[config.mk]
export PLATFORM = sky130hd
export DESIGN_NAME = pwm_timer
export DESIGN_NICKNAME = d
export VERILOG_FILES = /design/src/design/pwm_timer_pkg.sv /design/src/design/pwm_timer.sv
export SDC_FILE = /design/constraint.sdc
export NUM_CORES = 1
export LEC_CHECK = 0
export BUFFER_PORTS_ARGS = -buffer_cell sky130_fd_sc_hd__buf_2
export CAP_MARGIN = 15
export CORE_ASPECT_RATIO = 0.9
export CORE_MARGIN = 4
export CORE_UTILIZATION = 30
export DETAILED_ROUTE_END_ITERATION = 16
export SYNTH_ARGS = -nofsm -noshare
export SYNTH_HDL_FRONTEND = slang
export SYNTH_SLANG_ARGS = --single-unit
[constraint.sdc]
create_clock -name clk_i -period 5.7 [get_ports clk_i]
set_input_delay 0.285 -clock clk_i [delete_from_list [all_inputs] [get_ports clk_i]]
set_output_delay 0.285 -clock clk_i [all_outputs]
set_load 0.01 [all_outputs]
[src/design/pwm_timer_pkg.sv]
package pwm_timer_pkg;

   // ----------------------------------------------------------------
   // sizes
   // ----------------------------------------------------------------
   localparam int NCH = 5;
   localparam int CW = 16;
   localparam int AW = 8;

   // ----------------------------------------------------------------
   // address map: addr[7:5] channel, addr[4:2] register in channel
   // ----------------------------------------------------------------
   localparam int CH_SEL_LSB = 5;
   localparam int REG_SEL_LSB = 2;
   localparam logic [2:0] REG_CTRL = 3'h0;
   localparam logic [2:0] REG_CNT = 3'h1;
   localparam logic [2:0] REG_GRA = 3'h2;
   localparam logic [2:0] REG_GRB = 3'h3;
   localparam logic [2:0] REG_STAT = 3'h4;
   localparam logic [7:0] ADDR_START = 8'hA0;
   localparam logic [7:0] ADDR_MODE = 8'hA4;

   // ----------------------------------------------------------------
   // field positions
   // ----------------------------------------------------------------
   localparam int CTRL_CKS_LSB = 0;
   localparam int CTRL_CCLR_LSB = 2;
   localparam int CTRL_PWM_BIT = 4;
   localparam int CTRL_SYNC_BIT = 5;
   localparam int CTRL_W = 6;
   localparam int STAT_MFA_BIT = 0;
   localparam int STAT_MFB_BIT = 1;
   localparam int STAT_OVF_BIT = 2;
   localparam int STAT_W = 3;
   localparam int MODE_DIR_BIT = 2;

   // ----------------------------------------------------------------
   // reset values and codes
   // ----------------------------------------------------------------
   localparam logic [CTRL_W-1:0] CTRL_RST = 6'h00;
   localparam logic [CW-1:0] CNT_RST = 16'h0000;
   localparam logic [CW-1:0] CNT_MAX = 16'hFFFF;
   localparam logic [CW-1:0] GR_RST = 16'hFFFF;
   localparam logic [STAT_W-1:0] STAT_RST = 3'h0;
   localparam logic [NCH-1:0] STR_RST = 5'h00;
   localparam logic [2:0] PRESC_RST = 3'h0;
   localparam logic [1:0] CKS_DIV2 = 2'h1;
   localparam logic [1:0] CKS_DIV4 = 2'h2;
   localparam logic [1:0] CKS_DIV8 = 2'h3;
   localparam logic [2:0] PRESC_M1 = 3'h0;
   localparam logic [2:0] PRESC_M2 = 3'h1;
   localparam logic [2:0] PRESC_M4 = 3'h3;
   localparam logic [2:0] PRESC_M8 = 3'h7;
   localparam logic [1:0] MODE_CODE_NORMAL = 2'h0;
   localparam logic [1:0] MODE_CODE_RSYNC = 2'h1;
   localparam logic [1:0] MODE_CODE_COMPL = 2'h2;

   typedef enum logic [1:0] {MODE_NORMAL, MODE_RSYNC, MODE_COMPL} mode_t;
   typedef enum logic [1:0] {CLR_NONE, CLR_GRA, CLR_GRB, CLR_SYNC} clr_t;

endpackage

[src/design/pwm_timer.sv]
// The register addresses and the plain strobed port were left to the implementer.
module pwm_timer (
   input wire logic clk_i,
   input wire logic resetn_i,
   input wire logic [pwm_timer_pkg::AW-1:0] addr_i,
   input wire logic [pwm_timer_pkg::CW-1:0] wdata_i,
   input wire logic wr_i,
   input wire logic rd_i,
   output logic [pwm_timer_pkg::CW-1:0] rdata_o,
   output logic [pwm_timer_pkg::NCH-1:0] chan_pin_a_o,
   output logic [pwm_timer_pkg::NCH-1:0] chan_pin_a_oe_n_o,
   output logic ch3_pin_b_o,
   output logic ch3_pin_b_oe_n_o,
   output logic ch4_pin_b_o,
   output logic ch4_pin_b_oe_n_o,
   output logic ch4_aux_pin_a_o,
   output logic ch4_aux_pin_b_o
);
   import pwm_timer_pkg::*;

   // ----------------------------------------------------------------
   // state
   // ----------------------------------------------------------------
   logic [CW-1:0] cnt_q [NCH];
   logic [CW-1:0] gra_q [NCH];
   logic [CW-1:0] grb_q [NCH];
   logic [CTRL_W-1:0] ctrl_q [NCH];
   logic [STAT_W-1:0] stat_q [NCH];
   logic [NCH-1:0] str_q;
   logic [NCH-1:0] wave_q;
   logic [NCH-1:0] pin_a_q;
   logic [NCH-1:0] pin_a_oe_n_q;
   logic [NCH-1:0] base_run;
   logic [NCH-1:0] run;
   logic [NCH-1:0] ma;
   logic [NCH-1:0] mb;
   logic [NCH-1:0] clr;
   logic [NCH-1:0] sync_bit;
   logic [NCH-1:0] sync_src;
   logic [2:0] pair_p_q;
   logic [2:0] pair_s_q;
   logic [2:0] sec;
   logic [2:0] presc_q;
   logic [CW-1:0] rdata_q;
   logic dir_q;
   logic dir_d;
   logic pin3b_q;
   logic pin4b_q;
   logic aux_a_q;
   logic aux_b_q;
   logic pinb_oe_n_q;
   mode_t mode_q;

   // ----------------------------------------------------------------
   // register decode
   // ----------------------------------------------------------------
   wire [2:0] acc_ch = addr_i[CH_SEL_LSB +: 3];
   wire [2:0] acc_reg = addr_i[REG_SEL_LSB +: 3];
   wire acc_ok = addr_i[1:0] == 2'h0;
   wire acc_in_ch = acc_ok & (acc_ch < 3'(NCH));
   wire wr_start = wr_i & (addr_i == ADDR_START);
   wire wr_mode = wr_i & (addr_i == ADDR_MODE);
   // a counter write to any synchronised channel presets all of them
   wire wsync_hit = acc_in_ch & sync_bit[acc_ch];
   wire is_rsync = mode_q == MODE_RSYNC;
   wire is_compl = mode_q == MODE_COMPL;
   wire is_comb = is_rsync | is_compl;
   wire [1:0] mode_code = is_rsync ? MODE_CODE_RSYNC : (is_compl ? MODE_CODE_COMPL : MODE_CODE_NORMAL);
   wire [1:0] wmode = wdata_i[1:0];
   // an unlisted mode code falls back to normal operation
   wire mode_t mode_d = (wmode == MODE_CODE_RSYNC) ? MODE_RSYNC :
                        (wmode == MODE_CODE_COMPL) ? MODE_COMPL : MODE_NORMAL;

   // ----------------------------------------------------------------
   // up/down direction shared by channels 3 and 4
   // ----------------------------------------------------------------
   // the counters turn on the limit value itself with no overshoot cycle, so a
   // transition point equal to the limit toggles once per cycle: keep it below
   always_comb begin
      dir_d = dir_q;
      if (!is_compl) begin
         dir_d = 1'b0;
      end else if (base_run[3] && !dir_q && cnt_q[3] == gra_q[3]) begin
         dir_d = 1'b1;
      end else if (base_run[3] && dir_q && cnt_q[4] == CNT_RST) begin
         dir_d = 1'b0;
      end
   end

   // ----------------------------------------------------------------
   // channels
   // ----------------------------------------------------------------
   for (genvar i = 0; i < NCH; i++) begin : g_ch
      wire [1:0] cks = ctrl_q[i][CTRL_CKS_LSB +: 2];
      wire [2:0] pmask = (cks == CKS_DIV8) ? PRESC_M8 : (cks == CKS_DIV4) ? PRESC_M4 :
                         (cks == CKS_DIV2) ? PRESC_M2 : PRESC_M1;
      wire tick = (presc_q & pmask) == pmask;
      wire pwm_en = ctrl_q[i][CTRL_PWM_BIT];
      wire clr_t cclr = clr_t'(ctrl_q[i][CTRL_CCLR_LSB +: 2]);
      wire own = ((i == 3) || (i == 4)) && is_comb;
      wire lock = (i == 4) && is_compl;
      wire detach = (i == 4) && is_comb;
      wire rs3 = (i == 3) && is_rsync;
      wire down = ((i == 3) || (i == 4)) && is_compl && dir_d;
      wire sel = acc_in_ch & (acc_ch == 3'(i));
      wire wr_gra = wr_i & sel & (acc_reg == REG_GRA);
      wire wr_grb = wr_i & sel & (acc_reg == REG_GRB);
      wire wr_ctrl = wr_i & sel & (acc_reg == REG_CTRL);
      wire load = wr_i & (acc_reg == REG_CNT) & (sel | (sync_bit[i] & wsync_hit));
      wire [STAT_W-1:0] sclr = (wr_i & sel & (acc_reg == REG_STAT)) ? wdata_i[STAT_W-1:0] : STAT_RST;
      wire sync_clr = sync_bit[i] & (cclr == CLR_SYNC) & (|sync_src) & ~own;
      logic [CW-1:0] cnt_d;
      logic [STAT_W-1:0] sset;
      logic wave_d;

      assign base_run[i] = str_q[i] & tick;
      // in complementary mode both counters step on channel 3 timing
      assign run[i] = lock ? base_run[3] : base_run[i];
      // channel 4 registers feed the pairs, not its own counter
      assign ma[i] = run[i] & (cnt_q[i] == gra_q[i]) & ~detach;
      assign mb[i] = run[i] & (cnt_q[i] == grb_q[i]) & ~detach;
      assign clr[i] = rs3 ? ma[i] : (~own & (((cclr == CLR_GRA) & ma[i]) | ((cclr == CLR_GRB) & mb[i])));
      assign sync_bit[i] = ctrl_q[i][CTRL_SYNC_BIT];
      assign sync_src[i] = sync_bit[i] & clr[i];

      always_comb begin
         cnt_d = cnt_q[i];
         if (load) begin
            cnt_d = wdata_i;
         end else if (clr[i] | sync_clr) begin
            cnt_d = CNT_RST;
         end else if (run[i]) begin
            cnt_d = down ? cnt_q[i] - CW'(1) : cnt_q[i] + CW'(1);
         end
      end

      always_comb begin
         sset = STAT_RST;
         sset[STAT_MFA_BIT] = ma[i] & ~((i == 3) && is_compl && dir_q);
         sset[STAT_MFB_BIT] = mb[i];
         if ((i == 3) && is_compl) begin
            sset[STAT_OVF_BIT] = 1'b0;
         end else if (lock) begin
            sset[STAT_OVF_BIT] = run[i] & dir_q & (cnt_q[i] == CNT_RST);
         end else begin
            sset[STAT_OVF_BIT] = run[i] & ~load & ~clr[i] & ~sync_clr & (cnt_q[i] == CNT_MAX);
         end
      end

      always_comb begin
         wave_d = wave_q[i];
         if (ma[i] && mb[i]) begin
            wave_d = wave_q[i];
         end else if (ma[i]) begin
            wave_d = 1'b1;
         end else if (mb[i]) begin
            wave_d = 1'b0;
         end
      end

      // a compare value beyond the period never matches, so the level
      // set by the other register holds: 0% or 100% duty
      wire pair_pin = (i == 3) ? pair_p_q[0] : pair_p_q[1];
      wire pin_d = own ? pair_pin : (pwm_en & wave_q[i]);

      always_ff @(posedge clk_i) begin
         if (!resetn_i) begin
            cnt_q[i] <= CNT_RST;
         end else begin
            cnt_q[i] <= cnt_d;
         end
      end

      always_ff @(posedge clk_i) begin
         if (!resetn_i) begin
            gra_q[i] <= GR_RST;
            grb_q[i] <= GR_RST;
         end else begin
            if (wr_gra) begin
               gra_q[i] <= wdata_i;
            end
            if (wr_grb) begin
               grb_q[i] <= wdata_i;
            end
         end
      end

      always_ff @(posedge clk_i) begin
         if (!resetn_i) begin
            ctrl_q[i] <= CTRL_RST;
         end else if (wr_ctrl) begin
            ctrl_q[i] <= wdata_i[CTRL_W-1:0];
         end
      end

      // a new event wins over a clear in the same cycle
      always_ff @(posedge clk_i) begin
         if (!resetn_i) begin
            stat_q[i] <= STAT_RST;
         end else begin
            stat_q[i] <= (stat_q[i] & ~sclr) | sset;
         end
      end

      always_ff @(posedge clk_i) begin
         if (!resetn_i) begin
            wave_q[i] <= 1'b0;
         end else begin
            wave_q[i] <= wave_d;
         end
      end

      always_ff @(posedge clk_i) begin
         if (!resetn_i) begin
            pin_a_q[i] <= 1'b0;
            pin_a_oe_n_q[i] <= 1'b1;
         end else begin
            pin_a_q[i] <= pin_d;
            pin_a_oe_n_q[i] <= ~(own | pwm_en);
         end
      end
   end

   // ----------------------------------------------------------------
   // combined-mode output pairs
   // ----------------------------------------------------------------
   for (genvar k = 0; k < 3; k++) begin : g_pair
      wire [CW-1:0] preg = (k == 0) ? grb_q[3] : ((k == 1) ? gra_q[4] : grb_q[4]);
      wire m3 = base_run[3] & (cnt_q[3] == preg);
      wire m4 = base_run[3] & (cnt_q[4] == preg);
      logic p_d;
      logic s_d;

      always_comb begin
         p_d = 1'b1;
         s_d = 1'b0;
         if (is_rsync) begin
            p_d = pair_p_q[k] ^ (m3 ^ clr[3]);
         end else if (is_compl) begin
            // the leading counter drops the primary before the lagging
            // one raises the secondary, and the reverse on the way down
            p_d = pair_p_q[k] ^ m3;
            s_d = pair_s_q[k] ^ m4;
         end
      end

      assign sec[k] = is_rsync ? ~pair_p_q[k] : (is_compl & pair_s_q[k]);

      always_ff @(posedge clk_i) begin
         if (!resetn_i) begin
            pair_p_q[k] <= 1'b1;
         end else begin
            pair_p_q[k] <= p_d;
         end
      end

      always_ff @(posedge clk_i) begin
         if (!resetn_i) begin
            pair_s_q[k] <= 1'b0;
         end else begin
            pair_s_q[k] <= s_d;
         end
      end
   end

   // ----------------------------------------------------------------
   // read mux
   // ----------------------------------------------------------------
   // unmapped and misaligned addresses read as zero; the bus never waits
   wire [CW-1:0] ctrl_rd = {{(CW-CTRL_W){1'b0}}, ctrl_q[acc_ch]};
   wire [CW-1:0] stat_rd = {{(CW-STAT_W){1'b0}}, stat_q[acc_ch]};
   wire [CW-1:0] str_rd = {{(CW-NCH){1'b0}}, str_q};
   wire [CW-1:0] mode_rd = {{(CW-MODE_DIR_BIT-1){1'b0}}, dir_q, mode_code};
   wire [CW-1:0] ch_rd = (acc_reg == REG_CTRL) ? ctrl_rd :
                         (acc_reg == REG_CNT) ? cnt_q[acc_ch] :
                         (acc_reg == REG_GRA) ? gra_q[acc_ch] :
                         (acc_reg == REG_GRB) ? grb_q[acc_ch] :
                         (acc_reg == REG_STAT) ? stat_rd : '0;
   wire [CW-1:0] rd_val = acc_in_ch ? ch_rd :
                          (addr_i == ADDR_START) ? str_rd :
                          (addr_i == ADDR_MODE) ? mode_rd : '0;

   // ----------------------------------------------------------------
   // global registers
   // ----------------------------------------------------------------
   always_ff @(posedge clk_i) begin
      if (!resetn_i) begin
         str_q <= STR_RST;
      end else if (wr_start) begin
         str_q <= wdata_i[NCH-1:0];
      end
   end

   always_ff @(posedge clk_i) begin
      if (!resetn_i) begin
         mode_q <= MODE_NORMAL;
      end else if (wr_mode) begin
         mode_q <= mode_d;
      end
   end

   always_ff @(posedge clk_i) begin
      if (!resetn_i) begin
         dir_q <= 1'b0;
      end else begin
         dir_q <= dir_d;
      end
   end

   // the prescaler runs free, so a divided clock starts at any phase
   always_ff @(posedge clk_i) begin
      if (!resetn_i) begin
         presc_q <= PRESC_RST;
      end else begin
         presc_q <= presc_q + 3'h1;
      end
   end

   always_ff @(posedge clk_i) begin
      if (!resetn_i) begin
         rdata_q <= '0;
      end else begin
         rdata_q <= rd_i ? rd_val : '0;
      end
   end

   always_ff @(posedge clk_i) begin
      if (!resetn_i) begin
         pin3b_q <= 1'b0;
         pin4b_q <= 1'b0;
         aux_a_q <= 1'b0;
         aux_b_q <= 1'b0;
         pinb_oe_n_q <= 1'b1;
      end else begin
         pin3b_q <= sec[0];
         pin4b_q <= is_comb & pair_p_q[2];
         aux_a_q <= sec[1];
         aux_b_q <= sec[2];
         pinb_oe_n_q <= ~is_comb;
      end
   end

   assign rdata_o = rdata_q;
   assign chan_pin_a_o = pin_a_q;
   assign chan_pin_a_oe_n_o = pin_a_oe_n_q;
   assign ch3_pin_b_o = pin3b_q;
   assign ch3_pin_b_oe_n_o = pinb_oe_n_q;
   assign ch4_pin_b_o = pin4b_q;
   assign ch4_pin_b_oe_n_o = pinb_oe_n_q;
   assign ch4_aux_pin_a_o = aux_a_q;
   assign ch4_aux_pin_b_o = aux_b_q;

endmodule

==> summary.md <==
| Metric | Value |
|---|---|
| Result of the run | `complete, no violations` |
| Master cell of the clock root buffer | `sky130_fd_sc_hd__clkbuf_16` |
| Total global routing track utilization | `23.3%` |
| Core region area | `0.0703 sq mm` |
| Routed Antenna Nets | `0` |
| Async set-or-reset flop fraction in the synthesized netlist | `0%` |
| Req. time, crit path | `6.19 ns` |
| Post-synthesis sequential area ratio | `40.5%` |
| Top cell family by delay on the critical path | `compound AO/OA/AOI/OAI gates` |
| Crit-path cells | `xnor2_1 > nand4_1 > nor2_1 > and3_1 > o211a_1 > buf_4 > ha_1 > or2_2 > o31a_1 > o211ai_1 > nand3_1 > o41ai_1 > o21ai_0 > and4b_1 > a31o_2 > a211oi_1` |
| Gate count of the mapped netlist | `2180` |
| Top post-synthesis cells by area | `sky130_fd_sc_hd__edfxtp_1, sky130_fd_sc_hd__dfxtp_1, sky130_fd_sc_hd__xnor2_1` |
| Post-synthesis instance area | `0.0214 sq mm` |
| Worst setup timing slack at the placement stage | `between 0.6 and 0.7 ns` |
| Number of antenna cells inserted | `0` |
| Post-route standard cell area excluding fillers | `0.0238 sq mm` |
| Via count of the first global-routing pass | `17700` |
| Number of synthesized flops with an enable pin | `190` |
| Largest buffer count on any clock path | `3` |
| Count of warnings emitted by yosys | `0` |
| Vias | `18800` |
| End point of the most critical hold path | `rdata_o[0]` |
| Actual slew at the worst max-slew pin | `roughly 1.0 ns` |
| Crit path max-delay cell type | `sky130_fd_sc_hd__dfxtp_1` |
| Fin crit period | `roughly 5.2 ns` |
| Startpoint type of the worst setup path | `flop` |
| Crit path kind | `reg -> reg` |
| Initial core utilization | `30.4%` |
| Post-route DRC | `0` |
| NumNets Final | `2194` |
| Net count after synthesis | `2244` |
| RD Place Congestion | `roughly 1` |
| Overall power | `0.00613 W` |
| Slew Limit Headroom | `30.2%` |
| Share of cells above drive strength 1 | `around 17%` |
| 1st-iter DRT viols | `2822` |
| Post-cts repair resize count | `0` |
| Hold depth | `3` |
| Hold Path Origin | `rd_i` |
| Wire length of the first global-routing pass | `129 mm` |
| Pin count of the biggest net entering global routing | `~70` |
| Netlist cell types | `86` |
| Final routed wire length divided by cell count | `29.0 microns` |
| Post-synthesis to final-layout area growth | `11.5%` |
| Launching instance or port of the critical path | `cnt_q[3][3]` |
| Flip-flop cell with the highest count after synthesis | `sky130_fd_sc_hd__edfxtp_1` |
| Maximum VDD drop | `0.000171 V` |
| Dpl cell area | `0.0224 sq mm` |
| Die boundary height | `261 microns` |
| Power Dens Cells | `257 mW/mm^2` |
| Unrepaired setup endpoints after global routing | `no` |
| I/O pin count | `60` |
| Worst Setup Slack, final | `between 0.5 and 0.6 ns` |
| Port-buffer cells | `59` |
| Maximum level of the CTS H-tree | `2` |
| Grt ovf | `0` |
| Reg-to-Reg End | `cnt_q[4][15]` |
| Critical path buffers and inverters | `1` |
| CTS buffer count | `41` |
| Flop and latch count out of synthesis | `about 340` |
| Share of the synthesized area in the top cell type | `26.7%` |
| Vias per inst | `just over 6` |
| Die area | `between 0.07 and 0.08 sq mm` |
| Avg Cell Area, Syn | `9.81 sq um` |
| Launch point of the worst reg-to-reg path | `cnt_q[3][3]` |
| DP HPWL | `65.5 mm` |
| R2R cell count | `16` |
| Pre-Repair DR Iteration Count | `7` |
| Arrival time worst endpoint | `5.68 ns` |
| Max incr delay on CP | `0.64 ns` |
| Top cell type by total area after synthesis | `sky130_fd_sc_hd__edfxtp_1` |
| Max Fanout on Critical Path | `16` |
| Pins over their slew limit | `0` |
| Kind of end point of the critical path | `flop` |
| Max Cap Viol | `0` |
| Clock transition at the register clock pins on the worst setup and hold paths after CTS | `0.06 ns` |
| Tcrit/Tclk final | `91.0%` |
| Initial antenna violation count | `1` |
| Horizontal extent of the die | `around 290 microns` |
| Maximum operating frequency | `between 150 and 200 MHz` |
| Post-route setup TNS | `0 ns` |
| # Post-CTS Setup Buffers | `0` |
| Setup violators final | `0` |
| Final Skew | `~0.023 ns` |
| Leakage power of the design | `8.37 nW` |
| Hold/Removal Path Class | `in -> reg` |
| # clock sinks | `between 300 and 400` |
| Setup slack, reg-to-reg | `0.51 ns` |
| Hold Fails Final Rpt | `0` |
| Total wirelength of the detailed-routed design | `90.0 mm` |
| Clk Latency, worst-skew pair | `~0.6 ns` |
| Num rows | `between 90 and 100` |
| Clock tree from TritonCTS | `done` |
[state kept, by name, indices dropped and copies added (netlist names), 2 cells and up]
signal,cells
mode_q,2
g_ch.pair_pin,2
stat_q,15
pair_s_q,3
wave_q,5
rdata_o,16
cnt_q,80
grb_q,80
str_q,5
gra_q,80
presc_q,3
chan_pin_a_oe_n_o,5
ctrl_q,30
chan_pin_a_o,5
[cells in the mapped netlist (8+ instances only)]
| cell | n |
|---|---|
| sky130_fd_sc_hd__a211oi_1 | 15 |
| sky130_fd_sc_hd__a21o_1 | 13 |
| sky130_fd_sc_hd__a21oi_1 | 98 |
| sky130_fd_sc_hd__a22o_1 | 15 |
| sky130_fd_sc_hd__a22oi_1 | 43 |
| sky130_fd_sc_hd__a2bb2oi_1 | 13 |
| sky130_fd_sc_hd__a31oi_1 | 22 |
| sky130_fd_sc_hd__and2_1 | 31 |
| sky130_fd_sc_hd__and3_1 | 32 |
| sky130_fd_sc_hd__buf_1 | 8 |
| sky130_fd_sc_hd__buf_2 | 66 |
| sky130_fd_sc_hd__clkbuf_1 | 123 |
| sky130_fd_sc_hd__dfxtp_1 | 148 |
| sky130_fd_sc_hd__edfxtp_1 | 190 |
| sky130_fd_sc_hd__ha_1 | 34 |
| sky130_fd_sc_hd__inv_1 | 25 |
| sky130_fd_sc_hd__mux2_2 | 17 |
| sky130_fd_sc_hd__mux4_2 | 70 |
| sky130_fd_sc_hd__nand2_1 | 155 |
| sky130_fd_sc_hd__nand2b_1 | 23 |
| sky130_fd_sc_hd__nand3_1 | 71 |
| sky130_fd_sc_hd__nand4_1 | 84 |
| sky130_fd_sc_hd__nor2_1 | 131 |
| sky130_fd_sc_hd__nor2b_1 | 14 |
| sky130_fd_sc_hd__nor3_1 | 68 |
| sky130_fd_sc_hd__nor4_1 | 24 |
| sky130_fd_sc_hd__o211a_1 | 31 |
| sky130_fd_sc_hd__o21ai_0 | 87 |
| sky130_fd_sc_hd__o31ai_1 | 8 |
| sky130_fd_sc_hd__or2_2 | 62 |
| sky130_fd_sc_hd__or3_1 | 76 |
| sky130_fd_sc_hd__xnor2_1 | 201 |
| sky130_fd_sc_hd__xor2_1 | 38 |
[through the flow]
stage	util [%]	hold WS [ns]	instances
2_1_floorplan	-	0.422	2180
3_3_place_gp	31.8	0.450	3025
3_5_place_dp	31.8	0.457	3025
4_1_cts	33.9	0.0368	3102
5_1_grt	33.9	0.0808	3103
6_report	33.9	0.0592	3103
[power by group]
part	leakage (nW)	internal, W	switching [W]
sequential	3.09	0.00265	0.000118
clock	0.709	0.00172	0.00114
combinational	4.57	0.000175	0.000326
total	8.37	0.00455	0.00158
[what timing repair did]
action,CTS,global route
hold buffers,1,0
hold endpoints to repair,1,0
endpoints found under the setup margin,0,0
[layout make-up]
cell class                 count  area, sq um
tap                          940         1180
timing repair buffer         117          736
multi-input combinational   1606        11700
clock buffer                  60         1260
clock inverter                16          193
fill                        7085        46500
sequential                   338         8670
inverter                      26         97.6
[worst max-delay path by stage]
stage | to | slack (ns) | cells past startpoint
after floorplan | cnt_q[4][15] | 1.69 | 18
after global placement | cnt_q[4][15] | 0.80 | 16
after detailed placement | cnt_q[4][15] | 0.67 | 16
after CTS | cnt_q[4][15] | 0.62 | 16
after global routing | cnt_q[4][15] | 0.33 | 16
final | cnt_q[4][15] | 0.51 | 16
[tightest hold or removal path, stage by stage]
cell and delay (ns):
sky130_fd_sc_hd__buf_2 0.08, sky130_fd_sc_hd__nand2_1 0.11, sky130_fd_sc_hd__nor2_1 0.11
[cells by family after synthesis]
kind of cell             share of synthesized area, %
AND/OR/NAND/NOR                                  19.2
adder cells (fa/ha/maj)                          2.27
XOR/XNOR                                         10.1
buffers and inverters                            4.80
multiplexers                                     8.36
AO/OA/AOI/OAI                                    14.8
flip-flops                                       40.5
[per-layer routing]
layer	track usage (%)	up-vias	wire length, microns
met5	0	-	0
met4	9.78	0	4330
met3	5.46	201	10700
met2	34.1	1224	37600
met1	33.0	9409	37400
li1	-	7957	-
[placed cells by master (no fill, tap or decap), types with 9 or more instances in the layout]
cell type / Yosys / final
sky130_fd_sc_hd__nand2b_1: 23 / 23
sky130_fd_sc_hd__a21o_1: 13 / 13
sky130_fd_sc_hd__nor3_1: 68 / 68
sky130_fd_sc_hd__nand4_1: 84 / 84
sky130_fd_sc_hd__mux4_2: 70 / 70
sky130_fd_sc_hd__a22oi_1: 43 / 43
sky130_fd_sc_hd__and2_1: 31 / 31
sky130_fd_sc_hd__buf_2: 66 / 58
sky130_fd_sc_hd__nand2_1: 155 / 155
sky130_fd_sc_hd__o211a_1: 31 / 31
sky130_fd_sc_hd__o21ai_1: 2 / 9
sky130_fd_sc_hd__ha_1: 34 / 34
sky130_fd_sc_hd__o21ai_0: 87 / 77
sky130_fd_sc_hd__dfxtp_1: 148 / 148
sky130_fd_sc_hd__a2bb2oi_1: 13 / 13
sky130_fd_sc_hd__clkbuf_16: 0 / 45
sky130_fd_sc_hd__a211oi_1: 15 / 15
sky130_fd_sc_hd__nor2_1: 131 / 130
sky130_fd_sc_hd__a21oi_1: 98 / 98
sky130_fd_sc_hd__nand3_1: 71 / 71
sky130_fd_sc_hd__buf_4: 7 / 58
sky130_fd_sc_hd__and3_1: 32 / 32
sky130_fd_sc_hd__nor2b_1: 14 / 14
sky130_fd_sc_hd__a31oi_1: 22 / 22
sky130_fd_sc_hd__xnor2_1: 201 / 201
sky130_fd_sc_hd__a22o_1: 15 / 15
sky130_fd_sc_hd__xor2_1: 38 / 38
sky130_fd_sc_hd__nor4_1: 24 / 24
sky130_fd_sc_hd__mux2_2: 17 / 17
sky130_fd_sc_hd__inv_1: 25 / 24
sky130_fd_sc_hd__edfxtp_1: 190 / 190
sky130_fd_sc_hd__or3_1: 76 / 76
sky130_fd_sc_hd__or2_2: 62 / 62
No activity file was read; power rests on OpenSTA's default activity.
